### config.mk
export PLATFORM = sky130hd
export DESIGN_NAME = pin_mux_top
export DESIGN_NICKNAME = d
export VERILOG_FILES = /design/src/verilog/pin_mux_pkg.sv /design/src/verilog/pin_mux_top.sv /design/src/verilog/pwm_route.sv
export SDC_FILE = /design/constraint.sdc
export NUM_CORES = 1
export LEC_CHECK = 0
export BUFFER_PORTS_ARGS = -buffer_cell sky130_fd_sc_hd__buf_2
export CORE_ASPECT_RATIO = 1.2
export CORE_UTILIZATION = 48
export DETAILED_ROUTE_END_ITERATION = 16
export PLACE_DENSITY = 0.91
export REMOVE_ABC_BUFFERS = 1
export SLEW_MARGIN = 20
export SYNTH_ARGS = -nofsm -noshare
export SYNTH_HDL_FRONTEND = slang
export SYNTH_HIERARCHICAL = 1
export SYNTH_SLANG_ARGS = --single-unit
### constraint.sdc
create_clock -name i_clk -period 5.8 [get_ports i_clk]
set_clock_uncertainty 0.2 [all_clocks]
set_input_delay 1.16 -clock i_clk [delete_from_list [all_inputs] [get_ports i_clk]]
set_output_delay 1.16 -clock i_clk [all_outputs]
set_load 0.005 [all_outputs]
### src/verilog/pin_mux_pkg.sv
// Constants for the PWM routing and Port H pin multiplexer.
// Function
// - PWM7 pin from high routing bits 1:0
// - PWM6 pin from low routing bits 7:6
// - PWM5/4 to P5/P4 or V1/V0
// - PWM3..0 to P3..0 or S7..4
// - Data read: latch if output, else pin
// - Data register read and write anytime
// - LCD overrides GPIO on pins 7..4
// - Pin3: LCD, I2C data, SPI select, GPIO
// - Pin2: LCD, SPI clock, bus clock, GPIO
// - Pin1: LCD, SPI MOSI, GPIO
// - Pin0: LCD, I2C clock, SPI MISO, GPIO
// - Direction 1 output, 0 input otherwise
// - LCD disables pin input and output
// - Pin input synchronised, two cycles late
package pin_mux_pkg;

    // ***********************************************************
    // Bus and register geometry
    // ***********************************************************
    localparam int unsigned ADDR_W = 5;  // Byte address width
    localparam int unsigned DATA_W = 32; // Avalon data width
    localparam int unsigned REG_W  = 8;  // Register width

    // Byte offsets of the register words
    localparam logic [4:0] ADDR_PWM7_ROUTE  = 5'h00;
    localparam logic [4:0] ADDR_PWM6_ROUTE  = 5'h04;
    localparam logic [4:0] ADDR_PH_DATA     = 5'h08;
    localparam logic [4:0] ADDR_PH_DIR      = 5'h0c;
    localparam logic [4:0] ADDR_PH_INPUT    = 5'h10;

    // Reset values, all cleared
    localparam logic [7:0] RST_PWM7_ROUTE = 8'h00;
    localparam logic [7:0] RST_PWM6_ROUTE = 8'h00;
    localparam logic [7:0] RST_PH_DATA    = 8'h00;
    localparam logic [7:0] RST_PH_DIR     = 8'h00;

    // ***********************************************************
    // Routing field codes
    // ***********************************************************
    localparam logic [1:0] RT_PORT_P  = 2'h0; // Also code 3
    localparam logic [1:0] RT_PORT_S  = 2'h1;
    localparam logic [1:0] RT_PORT_V  = 2'h2;
    localparam logic [1:0] RT_PORT_P2 = 2'h3;

    // Field positions in the low routing register
    localparam int unsigned F_PWM6_HI = 7;
    localparam int unsigned F_PWM6_LO = 6;
    localparam int unsigned F_PWM5    = 5;
    localparam int unsigned F_PWM4    = 4;

    // ***********************************************************
    // Port H pin positions and timing
    // ***********************************************************
    localparam int unsigned PH_PIN0   = 0;
    localparam int unsigned PH_PIN1   = 1;
    localparam int unsigned PH_PIN2   = 2;
    localparam int unsigned PH_PIN3   = 3;
    localparam int unsigned SYNC_CYC  = 2; // Input sync depth

endpackage

### src/verilog/pin_mux_top.sv
// Register file, PWM routing outputs and Port H pin multiplexer.
`timescale 1ns/1ps
module pin_mux_top
    import pin_mux_pkg::*;
(
    // Clock and reset
    input  wire logic                        i_clk,
    input  wire logic                        i_reset,
    // Avalon-MM slave
    input  wire logic [pin_mux_pkg::ADDR_W-1:0] i_avs_address,
    input  wire logic                        i_avs_read,
    input  wire logic                        i_avs_write,
    input  wire logic [3:0]                  i_avs_byteenable,
    input  wire logic [pin_mux_pkg::DATA_W-1:0] i_avs_writedata,
    output logic      [pin_mux_pkg::DATA_W-1:0] o_avs_readdata,
    output logic                             o_avs_waitrequest,
    // PWM channel sources
    input  wire logic [7:0]                  i_pwm_en,
    input  wire logic [7:0]                  i_pwm_val,
    // PWM pin ownership and levels
    output logic      [7:0]                  o_pwm_pp_en,
    output logic      [7:0]                  o_pwm_pp_val,
    output logic      [7:0]                  o_pwm_ps_en,
    output logic      [7:0]                  o_pwm_ps_val,
    output logic      [3:0]                  o_pwm_pv_en,
    output logic      [3:0]                  o_pwm_pv_val,
    // LCD segment enables per Port H pin
    input  wire logic [7:0]                  i_lcd_en,
    // Two-wire serial unit
    input  wire logic                        i_two_wire_serial_unit_en,
    input  wire logic                        i_sda_out,
    input  wire logic                        i_sda_oe,
    input  wire logic                        i_scl_out,
    input  wire logic                        i_scl_oe,
    output logic                             o_sda_in,
    output logic                             o_scl_in,
    // SPI routed to Port H
    input  wire logic                        i_spi_en,
    input  wire logic                        i_ss_out,
    input  wire logic                        i_ss_oe,
    input  wire logic                        i_sck_out,
    input  wire logic                        i_sck_oe,
    input  wire logic                        i_mosi_out,
    input  wire logic                        i_mosi_oe,
    input  wire logic                        i_miso_out,
    input  wire logic                        i_miso_oe,
    output logic                             o_ss_in,
    output logic                             o_sck_in,
    output logic                             o_mosi_in,
    output logic                             o_miso_in,
    // Bus clock output
    input  wire logic                        i_bus_clock_output_en,
    input  wire logic                        i_bus_clock_output_val,
    // Port H pins
    input  wire logic [7:0]                  i_ph_in,
    output logic      [7:0]                  o_ph_out,
    output logic      [7:0]                  o_ph_oe,
    output logic      [7:0]                  o_ph_ie,
    output logic      [7:0]                  o_ph_lcd
);

    // ***********************************************************
    // Registers and wires
    // ***********************************************************
    logic [7:0] route_h_q;     // PWM7 routing select
    logic [7:0] route_l_q;     // PWM6..0 routing select
    logic [7:0] port_h_data_latch_q; // Output latch
    logic [7:0] port_h_direction_q;  // Direction bits
    logic [7:0] sync1_q;       // First sync stage
    logic [7:0] in_buf_q;      // Buffered pin state
    logic       wait_q;        // Waitrequest flop
    logic [DATA_W-1:0] rdata_q; // Read data flop
    logic       acc_ack;       // Access completes this edge
    logic       wr_ack;        // Write completes this edge
    logic [7:0] pin_out_d;     // Next pin levels
    logic [7:0] pin_oe_d;      // Next pin enables
    logic [7:0] pin_ie_d;      // Next input enables
    logic [7:0] pp_en_d;       // Router outputs
    logic [7:0] pp_val_d;
    logic [7:0] ps_en_d;
    logic [7:0] ps_val_d;
    logic [3:0] pv_en_d;
    logic [3:0] pv_val_d;

    // Read value of the data register
    function automatic logic [7:0] data_view(
        input logic [7:0] dir,
        input logic [7:0] latch,
        input logic [7:0] pins
    );
        data_view = (dir & latch) | (~dir & pins);
    endfunction

    // Word decode for reads, unmapped reads give zero
    function automatic logic [DATA_W-1:0] read_mux(
        input logic [ADDR_W-1:0] addr
    );
        logic [7:0] v;
        v = 8'h00;
        unique case (addr)
            ADDR_PWM7_ROUTE: v = route_h_q;
            ADDR_PWM6_ROUTE: v = route_l_q;
            ADDR_PH_DATA:    v = data_view(port_h_direction_q,
                                   port_h_data_latch_q, in_buf_q);
            ADDR_PH_DIR:     v = port_h_direction_q;
            ADDR_PH_INPUT:   v = in_buf_q;
            default:         v = 8'h00;
        endcase
        read_mux = {24'h000000, v};
    endfunction

    // ***********************************************************
    // Avalon-MM slave handshake
    // ***********************************************************
    // One wait cycle per access keeps read data a plain flop
    assign acc_ack = (i_avs_read | i_avs_write) & ~wait_q;
    assign wr_ack  = i_avs_write & ~wait_q & i_avs_byteenable[0];

    // Waitrequest drops for exactly one cycle per request
    always_ff @(posedge i_clk or posedge i_reset) begin
        if (i_reset) begin
            wait_q <= 1'b1;
        end else if ((i_avs_read | i_avs_write) & wait_q) begin
            wait_q <= 1'b0;
        end else begin
            wait_q <= 1'b1;
        end
    end

    // Read data captured as waitrequest falls, held after
    always_ff @(posedge i_clk or posedge i_reset) begin
        if (i_reset) begin
            rdata_q <= '0;
        end else if (i_avs_read & wait_q) begin
            rdata_q <= read_mux(i_avs_address);
        end
    end

    assign o_avs_waitrequest = wait_q;
    assign o_avs_readdata    = rdata_q;

    // ***********************************************************
    // Software registers
    // ***********************************************************
    // Writes land at the edge where waitrequest is seen low
    always_ff @(posedge i_clk or posedge i_reset) begin
        if (i_reset) begin
            route_h_q           <= RST_PWM7_ROUTE;
            route_l_q           <= RST_PWM6_ROUTE;
            port_h_data_latch_q <= RST_PH_DATA;
            port_h_direction_q  <= RST_PH_DIR;
        end else if (wr_ack) begin
            unique case (i_avs_address)
                ADDR_PWM7_ROUTE: route_h_q <= i_avs_writedata[7:0];
                ADDR_PWM6_ROUTE: route_l_q <= i_avs_writedata[7:0];
                // No access restriction on the latch
                ADDR_PH_DATA: begin
                    port_h_data_latch_q <= i_avs_writedata[7:0];
                end
                ADDR_PH_DIR: port_h_direction_q <= i_avs_writedata[7:0];
                default: ; // Unmapped and read-only words ignore writes
            endcase
        end
    end

    // ***********************************************************
    // Pin input synchroniser
    // ***********************************************************
    // Two stages, so reads trail the pins by two cycles
    always_ff @(posedge i_clk or posedge i_reset) begin
        if (i_reset) begin
            sync1_q  <= 8'h00;
            in_buf_q <= 8'h00;
        end else begin
            sync1_q  <= i_ph_in;
            in_buf_q <= sync1_q;
        end
    end

    // Peripheral receive paths read the buffered state
    assign o_sda_in  = in_buf_q[PH_PIN3];
    assign o_ss_in   = in_buf_q[PH_PIN3];
    assign o_sck_in  = in_buf_q[PH_PIN2];
    assign o_mosi_in = in_buf_q[PH_PIN1];
    assign o_scl_in  = in_buf_q[PH_PIN0];
    assign o_miso_in = in_buf_q[PH_PIN0];

    // ***********************************************************
    // PWM routing
    // ***********************************************************
    pwm_route u_route (
        .i_route_h (route_h_q[1:0]),
        .i_route_l (route_l_q),
        .i_pwm_en  (i_pwm_en),
        .i_pwm_val (i_pwm_val),
        .o_pp_en   (pp_en_d),
        .o_pp_val  (pp_val_d),
        .o_ps_en   (ps_en_d),
        .o_ps_val  (ps_val_d),
        .o_pv_en   (pv_en_d),
        .o_pv_val  (pv_val_d)
    );

    // Registered so every pin output comes from a flop
    always_ff @(posedge i_clk or posedge i_reset) begin
        if (i_reset) begin
            o_pwm_pp_en  <= 8'h00;
            o_pwm_pp_val <= 8'h00;
            o_pwm_ps_en  <= 8'h00;
            o_pwm_ps_val <= 8'h00;
            o_pwm_pv_en  <= 4'h0;
            o_pwm_pv_val <= 4'h0;
        end else begin
            o_pwm_pp_en  <= pp_en_d;
            o_pwm_pp_val <= pp_val_d;
            o_pwm_ps_en  <= ps_en_d;
            o_pwm_ps_val <= ps_val_d;
            o_pwm_pv_en  <= pv_en_d;
            o_pwm_pv_val <= pv_val_d;
        end
    end

    // ***********************************************************
    // Port H priority multiplexer
    // ***********************************************************
    // Lowest priority first, later assignments win
    always_comb begin
        pin_out_d = port_h_data_latch_q;
        pin_oe_d  = port_h_direction_q;
        pin_ie_d  = 8'hff;
        // Pin 3: I2C data above SPI select
        if (i_two_wire_serial_unit_en) begin
            pin_out_d[PH_PIN3] = i_sda_out;
            pin_oe_d[PH_PIN3]  = i_sda_oe;
        end else if (i_spi_en) begin
            pin_out_d[PH_PIN3] = i_ss_out;
            pin_oe_d[PH_PIN3]  = i_ss_oe;
        end
        // Pin 2: SPI clock above bus clock output
        if (i_spi_en) begin
            pin_out_d[PH_PIN2] = i_sck_out;
            pin_oe_d[PH_PIN2]  = i_sck_oe;
        end else if (i_bus_clock_output_en) begin
            pin_out_d[PH_PIN2] = i_bus_clock_output_val;
            pin_oe_d[PH_PIN2]  = 1'b1;
        end
        // Pin 1: SPI MOSI only
        if (i_spi_en) begin
            pin_out_d[PH_PIN1] = i_mosi_out;
            pin_oe_d[PH_PIN1]  = i_mosi_oe;
        end
        // Pin 0: I2C clock above SPI MISO
        if (i_two_wire_serial_unit_en) begin
            pin_out_d[PH_PIN0] = i_scl_out;
            pin_oe_d[PH_PIN0]  = i_scl_oe;
        end else if (i_spi_en) begin
            pin_out_d[PH_PIN0] = i_miso_out;
            pin_oe_d[PH_PIN0]  = i_miso_oe;
        end
        // LCD segment wins on every pin and isolates it
        for (int k = 0; k < 8; k++) begin
            if (i_lcd_en[k]) begin
                pin_out_d[k] = 1'b0;
                pin_oe_d[k]  = 1'b0;
                pin_ie_d[k]  = 1'b0;
            end
        end
    end

    // Pin drivers, one cycle behind their sources
    always_ff @(posedge i_clk or posedge i_reset) begin
        if (i_reset) begin
            o_ph_out <= 8'h00;
            o_ph_oe  <= 8'h00;
            o_ph_ie  <= 8'h00;
            o_ph_lcd <= 8'h00;
        end else begin
            o_ph_out <= pin_out_d;
            o_ph_oe  <= pin_oe_d;
            o_ph_ie  <= pin_ie_d;
            o_ph_lcd <= i_lcd_en;
        end
    end

    // ***********************************************************
    // Assertions
    // ***********************************************************
    a_pwm7_port_s: assert property (@(posedge i_clk) disable iff (i_reset)
        o_pwm_ps_en[1] == ($past(i_pwm_en[7]) &&
                           $past(route_h_q[1:0]) == RT_PORT_S))
        else $error("PWM7 port S ownership wrong");

    a_pwm7_code3_p: assert property (@(posedge i_clk) disable iff (i_reset)
        ($past(route_h_q[1:0]) == RT_PORT_P2 && $past(i_pwm_en[7]))
        |-> o_pwm_pp_en[7] && !o_pwm_pv_en[3])
        else $error("PWM7 code 3 not on port P");

    a_pwm6_port_v: assert property (@(posedge i_clk) disable iff (i_reset)
        o_pwm_pv_en[2] == ($past(i_pwm_en[6]) &&
                           $past(route_l_q[7:6]) == RT_PORT_V))
        else $error("PWM6 port V ownership wrong");

    // Flops still held in reset one edge back, so skip that first edge
    a_pwm5_port_p: assert property (@(posedge i_clk) disable iff (i_reset)
        !$past(i_reset) |->
        o_pwm_pp_en[5] == ($past(i_pwm_en[5]) && !$past(route_l_q[5])))
        else $error("PWM5 port P ownership wrong");

    a_pwm0_port_s: assert property (@(posedge i_clk) disable iff (i_reset)
        $past(route_l_q[0]) |->
        o_pwm_ps_en[4] == $past(i_pwm_en[0]) && !o_pwm_pp_en[0])
        else $error("PWM0 not on port S pin 4");

    a_data_read_mix: assert property (@(posedge i_clk) disable iff (i_reset)
        ($past(i_avs_read) && $past(wait_q) &&
         $past(i_avs_address) == ADDR_PH_DATA) |->
        o_avs_readdata[7:0] == (($past(port_h_direction_q) &
            $past(port_h_data_latch_q)) | (~$past(port_h_direction_q) &
            $past(in_buf_q))))
        else $error("Data read mixes latch and pins wrongly");

    a_data_write: assert property (@(posedge i_clk) disable iff (i_reset)
        (wr_ack && i_avs_address == ADDR_PH_DATA) |=>
        port_h_data_latch_q == $past(i_avs_writedata[7:0]))
        else $error("Data write not stored");

    a_bus_one_wait: assert property (@(posedge i_clk) disable iff (i_reset)
        ((i_avs_read || i_avs_write) && wait_q) |=> !wait_q ##1 wait_q)
        else $error("Access not answered after one cycle");

    a_lcd_isolate: assert property (@(posedge i_clk) disable iff (i_reset)
        $past(i_lcd_en[7]) |-> !o_ph_oe[7] && !o_ph_ie[7])
        else $error("LCD pin not isolated");

    a_pin3_i2c_first: assert property (@(posedge i_clk) disable iff (i_reset)
        ($past(!i_lcd_en[3]) && $past(i_two_wire_serial_unit_en)) |->
        o_ph_oe[3] == $past(i_sda_oe))
        else $error("Pin 3 not owned by I2C data");

    a_pin2_busclk: assert property (@(posedge i_clk) disable iff (i_reset)
        ($past(!i_lcd_en[2] && !i_spi_en && i_bus_clock_output_en)) |->
        o_ph_oe[2] && o_ph_out[2] == $past(i_bus_clock_output_val))
        else $error("Pin 2 bus clock output wrong");

    a_pin1_mosi: assert property (@(posedge i_clk) disable iff (i_reset)
        ($past(!i_lcd_en[1] && i_spi_en)) |->
        o_ph_out[1] == $past(i_mosi_out))
        else $error("Pin 1 not owned by MOSI");

    a_pin0_scl: assert property (@(posedge i_clk) disable iff (i_reset)
        ($past(!i_lcd_en[0] && i_two_wire_serial_unit_en)) |->
        o_ph_oe[0] == $past(i_scl_oe))
        else $error("Pin 0 not owned by I2C clock");

    a_gpio_dir: assert property (@(posedge i_clk) disable iff (i_reset)
        $past(!i_lcd_en[6]) |-> o_ph_oe[6] == $past(port_h_direction_q[6]))
        else $error("GPIO direction not applied");

    a_sync_two: assert property (@(posedge i_clk) disable iff (i_reset)
        $past(!i_reset, 2) |-> in_buf_q == $past(i_ph_in, 2))
        else $error("Input sync delay not two cycles");

endmodule

### src/verilog/pwm_route.sv
// Combinational steering of eight PWM channels onto port pins.
`timescale 1ns/1ps
module pwm_route
    import pin_mux_pkg::*;
(
    // Routing selections
    input  wire logic [1:0] i_route_h,
    input  wire logic [7:0] i_route_l,
    // PWM channel sources
    input  wire logic [7:0] i_pwm_en,
    input  wire logic [7:0] i_pwm_val,
    // Port P destination
    output logic      [7:0] o_pp_en,
    output logic      [7:0] o_pp_val,
    // Port S destination
    output logic      [7:0] o_ps_en,
    output logic      [7:0] o_ps_val,
    // Port V destination
    output logic      [3:0] o_pv_en,
    output logic      [3:0] o_pv_val
);

    // Unselected pins stay clear so their own functions keep them
    always_comb begin
        o_pp_en  = 8'h00;
        o_pp_val = 8'h00;
        o_ps_en  = 8'h00;
        o_ps_val = 8'h00;
        o_pv_en  = 4'h0;
        o_pv_val = 4'h0;
        // Channel 7, codes 0 and 3 both mean port P
        unique case (i_route_h)
            RT_PORT_S: begin
                o_ps_en[1]  = i_pwm_en[7];
                o_ps_val[1] = i_pwm_val[7];
            end
            RT_PORT_V: begin
                o_pv_en[3]  = i_pwm_en[7];
                o_pv_val[3] = i_pwm_val[7];
            end
            default: begin
                o_pp_en[7]  = i_pwm_en[7];
                o_pp_val[7] = i_pwm_val[7];
            end
        endcase
        // Channel 6 from the top field of the low register
        unique case (i_route_l[F_PWM6_HI:F_PWM6_LO])
            RT_PORT_S: begin
                o_ps_en[0]  = i_pwm_en[6];
                o_ps_val[0] = i_pwm_val[6];
            end
            RT_PORT_V: begin
                o_pv_en[2]  = i_pwm_en[6];
                o_pv_val[2] = i_pwm_val[6];
            end
            default: begin
                o_pp_en[6]  = i_pwm_en[6];
                o_pp_val[6] = i_pwm_val[6];
            end
        endcase
        // Channels 5 and 4 go to port V pins 1 and 0
        for (int k = 4; k < 6; k++) begin
            if (i_route_l[k]) begin
                o_pv_en[k-4]  = i_pwm_en[k];
                o_pv_val[k-4] = i_pwm_val[k];
            end else begin
                o_pp_en[k]  = i_pwm_en[k];
                o_pp_val[k] = i_pwm_val[k];
            end
        end
        // Channels 3..0 go to port S pins 7..4
        for (int k = 0; k < 4; k++) begin
            if (i_route_l[k]) begin
                o_ps_en[k+4]  = i_pwm_en[k];
                o_ps_val[k+4] = i_pwm_val[k];
            end else begin
                o_pp_en[k]  = i_pwm_en[k];
                o_pp_val[k] = i_pwm_val[k];
            end
        end
    end

endmodule

==> impl_metrics.toml <==
[outcome]
status = "complete, no violations"

[finish]
ff_latch_area_sq_um = 3229
fillers = 754
multi_input_area_sq_um = 1414
nNetsFinal = 622
fin_cells = 661
area_delta_synth_final_pct = 28.59
drive_gt1_share_pct = 39.96
antenna_cells = 0

[logic_synthesis]
synth_area_per_cell_sq_um = 13.30
synth_async_sr_flop_share_pct = 100.0
yosysMostFrequentCell = "dfrtp_1"
yosys-top-cells-area = "dfrtp_1 (66%), mux2_2 (6.2%), buf_4 (4.9%)"
synth.distinct_cells = 30
synth_largest_area_cell = "dfrtp_1"
synth_common_cells = "dfrtp_1 (128), buf_4 (32), mux2_2 (27)"
yosysSeqAreaShare_pct = 66.35
synthFlopType = "dfrtp_1"
yosysWarnings = 6
post-synth-top-area-fraction_pct = 65.81
synth_area_sq_um = 4867
synth-edff-count = 0
synthesis.instances = 366
ys_seq_elements = 129

[setup_path]
slowest_stage = "and3_1"
reg2regPathDepth = 3
crit_chain = "buf_2 -> nor3_4 -> and3_1 -> mux2_2"
crit_type = "input pin to flop"
r2r_start = "o_avs_waitrequest$_DFF_PP1_"
critPathLaunchType = "input pin"
path_max_fanout = 20
cp-end-kind = "flop"
max_stage_delay_ps = 560
r2r_slack_ps = 3750
reg2reg_to = "route_l_q[6]$_DFFE_PP0P_"
cp.depth = 4
cp.arrival_ps = 2900
path_buf_inv = 1
cp.required_ps = 5890
critical_path.top_delay_family = "simple AND/OR/NAND/NOR gates"

[floorplanning]
initial_core_util_pct = 50.12
dieHeight_um = 112.3
core-area_sq_um = 9711
rows = 39
die_area_sq_um = 10550
die_width_um = 93.93
pin_count = 204

[drt]
wirelength_um = 10090
vias = 3229
first_pass_iters = 6
avgViaCountPerCell = 4.885
drc = 0
drt-wirelength-per-cell_um = 15.27
detail-route-antenna-nets = 0
initialDrtViolationCount = 151

[clock_tree]
path_clk_slew_ps = 50
ctsResizeCount = 0
clock_latency_ps = 410
clock_sinks = 129
ctsLongestPathBuffers = 2
ctsHtreeMaxLevel = 4
clockRootBuffer = "clkbuf_16"
ctsHoldBuffers = 0
cts_buffers = 17
cts_tree = "built"
cts_setup_buffers = 0

[timing]
setup_tns_ps = 0
rsz0062_at_grt = "no"
slew-limit-headroom_pct = 51.94
setup_viol = 0
drv_slew = 0
period_minus_slack_ps = 2809
max_slew.worst_pin.slew_ps = 720.8
max_freq_mhz = 355.9
final_hold_viol_count = 0
period_share_pct = 48.44
setup_ws_ps = 2991

[power]
max-vdd-ir-drop_v = 0.0002019
p_total_mw = 2.262
power.net_switching_mw = 0.4895
intPower_mw = 1.773
leakagePower_nw = 3.307
netSwitchingFraction_pct = 21.64
p_comb_share_pct = 7.0
p_per_area_nw_per_um2 = 361.5
p_seq_share_pct = 43.5
power_frac_clock_pct = 49.5

[flow_run]
cap_violations = 0

[hold_path]
holdPathEnd = "in_buf_q[4]$_DFF_PP0_"
min_delay_path_depth = 0
hp-start = "sync1_q[4]$_DFF_PP0_"
worstHoldPathType = "flop to flop"

[placed_design]
hpwl_um = 7014
place_inst = 629
pre_cts_slack_ps = 2607
port_buffers = 152
place.gp.congestion = 0.7757

[grt]
grt_pass1_wl_um = 15880
overflow = 0
antenna_found_initial = 0
grt_max_degree = 86
grt.total_usage_pct = 20.67
first_global_vias = 3301
==> worst reg2reg max path, cell delays in order (launching register included) <==
cell and delay (ps):
dfstp_2 380, nor2_1 250, nand4_1 590, mux2_2 510
==> layer usage <==
metal / vias up / global-route usage (%) / share of wire (%)
li1: 1502 / - / -
met1: 1561 / 23.78 / 39
met5: - / 0 / 0
met3: 24 / 7.182 / 6.7
met2: 142 / 33.92 / 51
met4: 0 / 10.56 / 2.7
==> final cells by class <==
class                           count  share of cell area [%]
Tap cell                          123                   2.459
Clock buffer                       20                   7.297
Sequential cell                   129                   51.60
Inverter                           13                  0.8597
Timing Repair Buffer              153                   12.28
Multi-Input combinational cell    211                   22.59
Clock inverter                     12                   2.919
==> state kept, by name, indices dropped and copies added, names as in the netlist, 8 cells and up <==
signal and flops:
in_buf_q 8, o_avs_readdata 8, o_ph_ie 8, o_ph_lcd 8
o_ph_oe 8, o_ph_out 8, o_pwm_pp_en 8, o_pwm_pp_val 8
o_pwm_ps_en 8, o_pwm_ps_val 8, port_h_data_latch_q 8, port_h_direction_q 8
route_h_q 8, route_l_q 8, sync1_q 8
==> power groups by stage <==
stage          clock, mW  combinational [mW]  sequential [mW]
2_1_floorplan          0              0.0729            0.997
3_3_place_gp           0               0.151            0.997
3_5_place_dp           0               0.159             1.00
4_1_cts             1.14               0.160            0.985
5_1_grt             1.18               0.179            0.991
6_report            1.12               0.158            0.985
==> metrics by stage <==
| step | util, % | hold WS [ps] | cell area [sq um] |
|---|---|---|---|
| after global routing | 64.45 | 155.1 | 6259 |
| after floorplan | - | 131.2 | 4692 |
| final | 64.45 | 146.3 | 6259 |
| after global placement | 57.84 | 132.8 | 5617 |
| after detailed placement | 57.84 | 134.7 | 5617 |
| after CTS | 64.42 | 146.7 | 6256 |
==> layout by cell type (no fill, tap or decap), types with 4 or more instances in the layout <==
master	n
buf_2	152
dfrtp_1	128
conb_1	28
mux2_2	27
and2_1	24
nor2b_1	21
nor2_1	18
clkbuf_16	17
mux2i_1	16
o21ai_0	16
inv_1	12
nand2_1	10
o21ai_1	8
o22ai_1	7
a31oi_1	7
a21oi_1	6
mux2_1	6
clkinv_4	4
bufinv_16	4
ha_1	4
==> worst max-delay path by stage <==
stage / start / to / slack, ps
2_1_floorplan: i_reset / in_buf_q[0]$_DFF_PP0_ / 1000
3_3_place_gp: i_avs_address[2] / port_h_data_latch_q[1]$_DFFE_PP0P_ / 2640
3_5_place_dp: i_avs_address[2] / port_h_data_latch_q[1]$_DFFE_PP0P_ / 2610
4_1_cts: i_avs_address[2] / port_h_data_latch_q[1]$_DFFE_PP0P_ / 3040
5_1_grt: i_avs_address[2] / port_h_data_latch_q[2]$_DFFE_PP0P_ / 2950
6_report: i_avs_address[2] / port_h_data_latch_q[4]$_DFFE_PP0P_ / 2990
==> kinds of logic after synthesis <==
group	synth area share [%]
other	0.1543
buffers and inverters	6.607
multiplexers	10.93
AND/OR/NAND/NOR	9.872
AO/OA/AOI/OAI	5.064
adder cells (fa/ha/maj)	1.028
flip-flops	66.35
No activity file was read; power rests on OpenSTA's default activity.
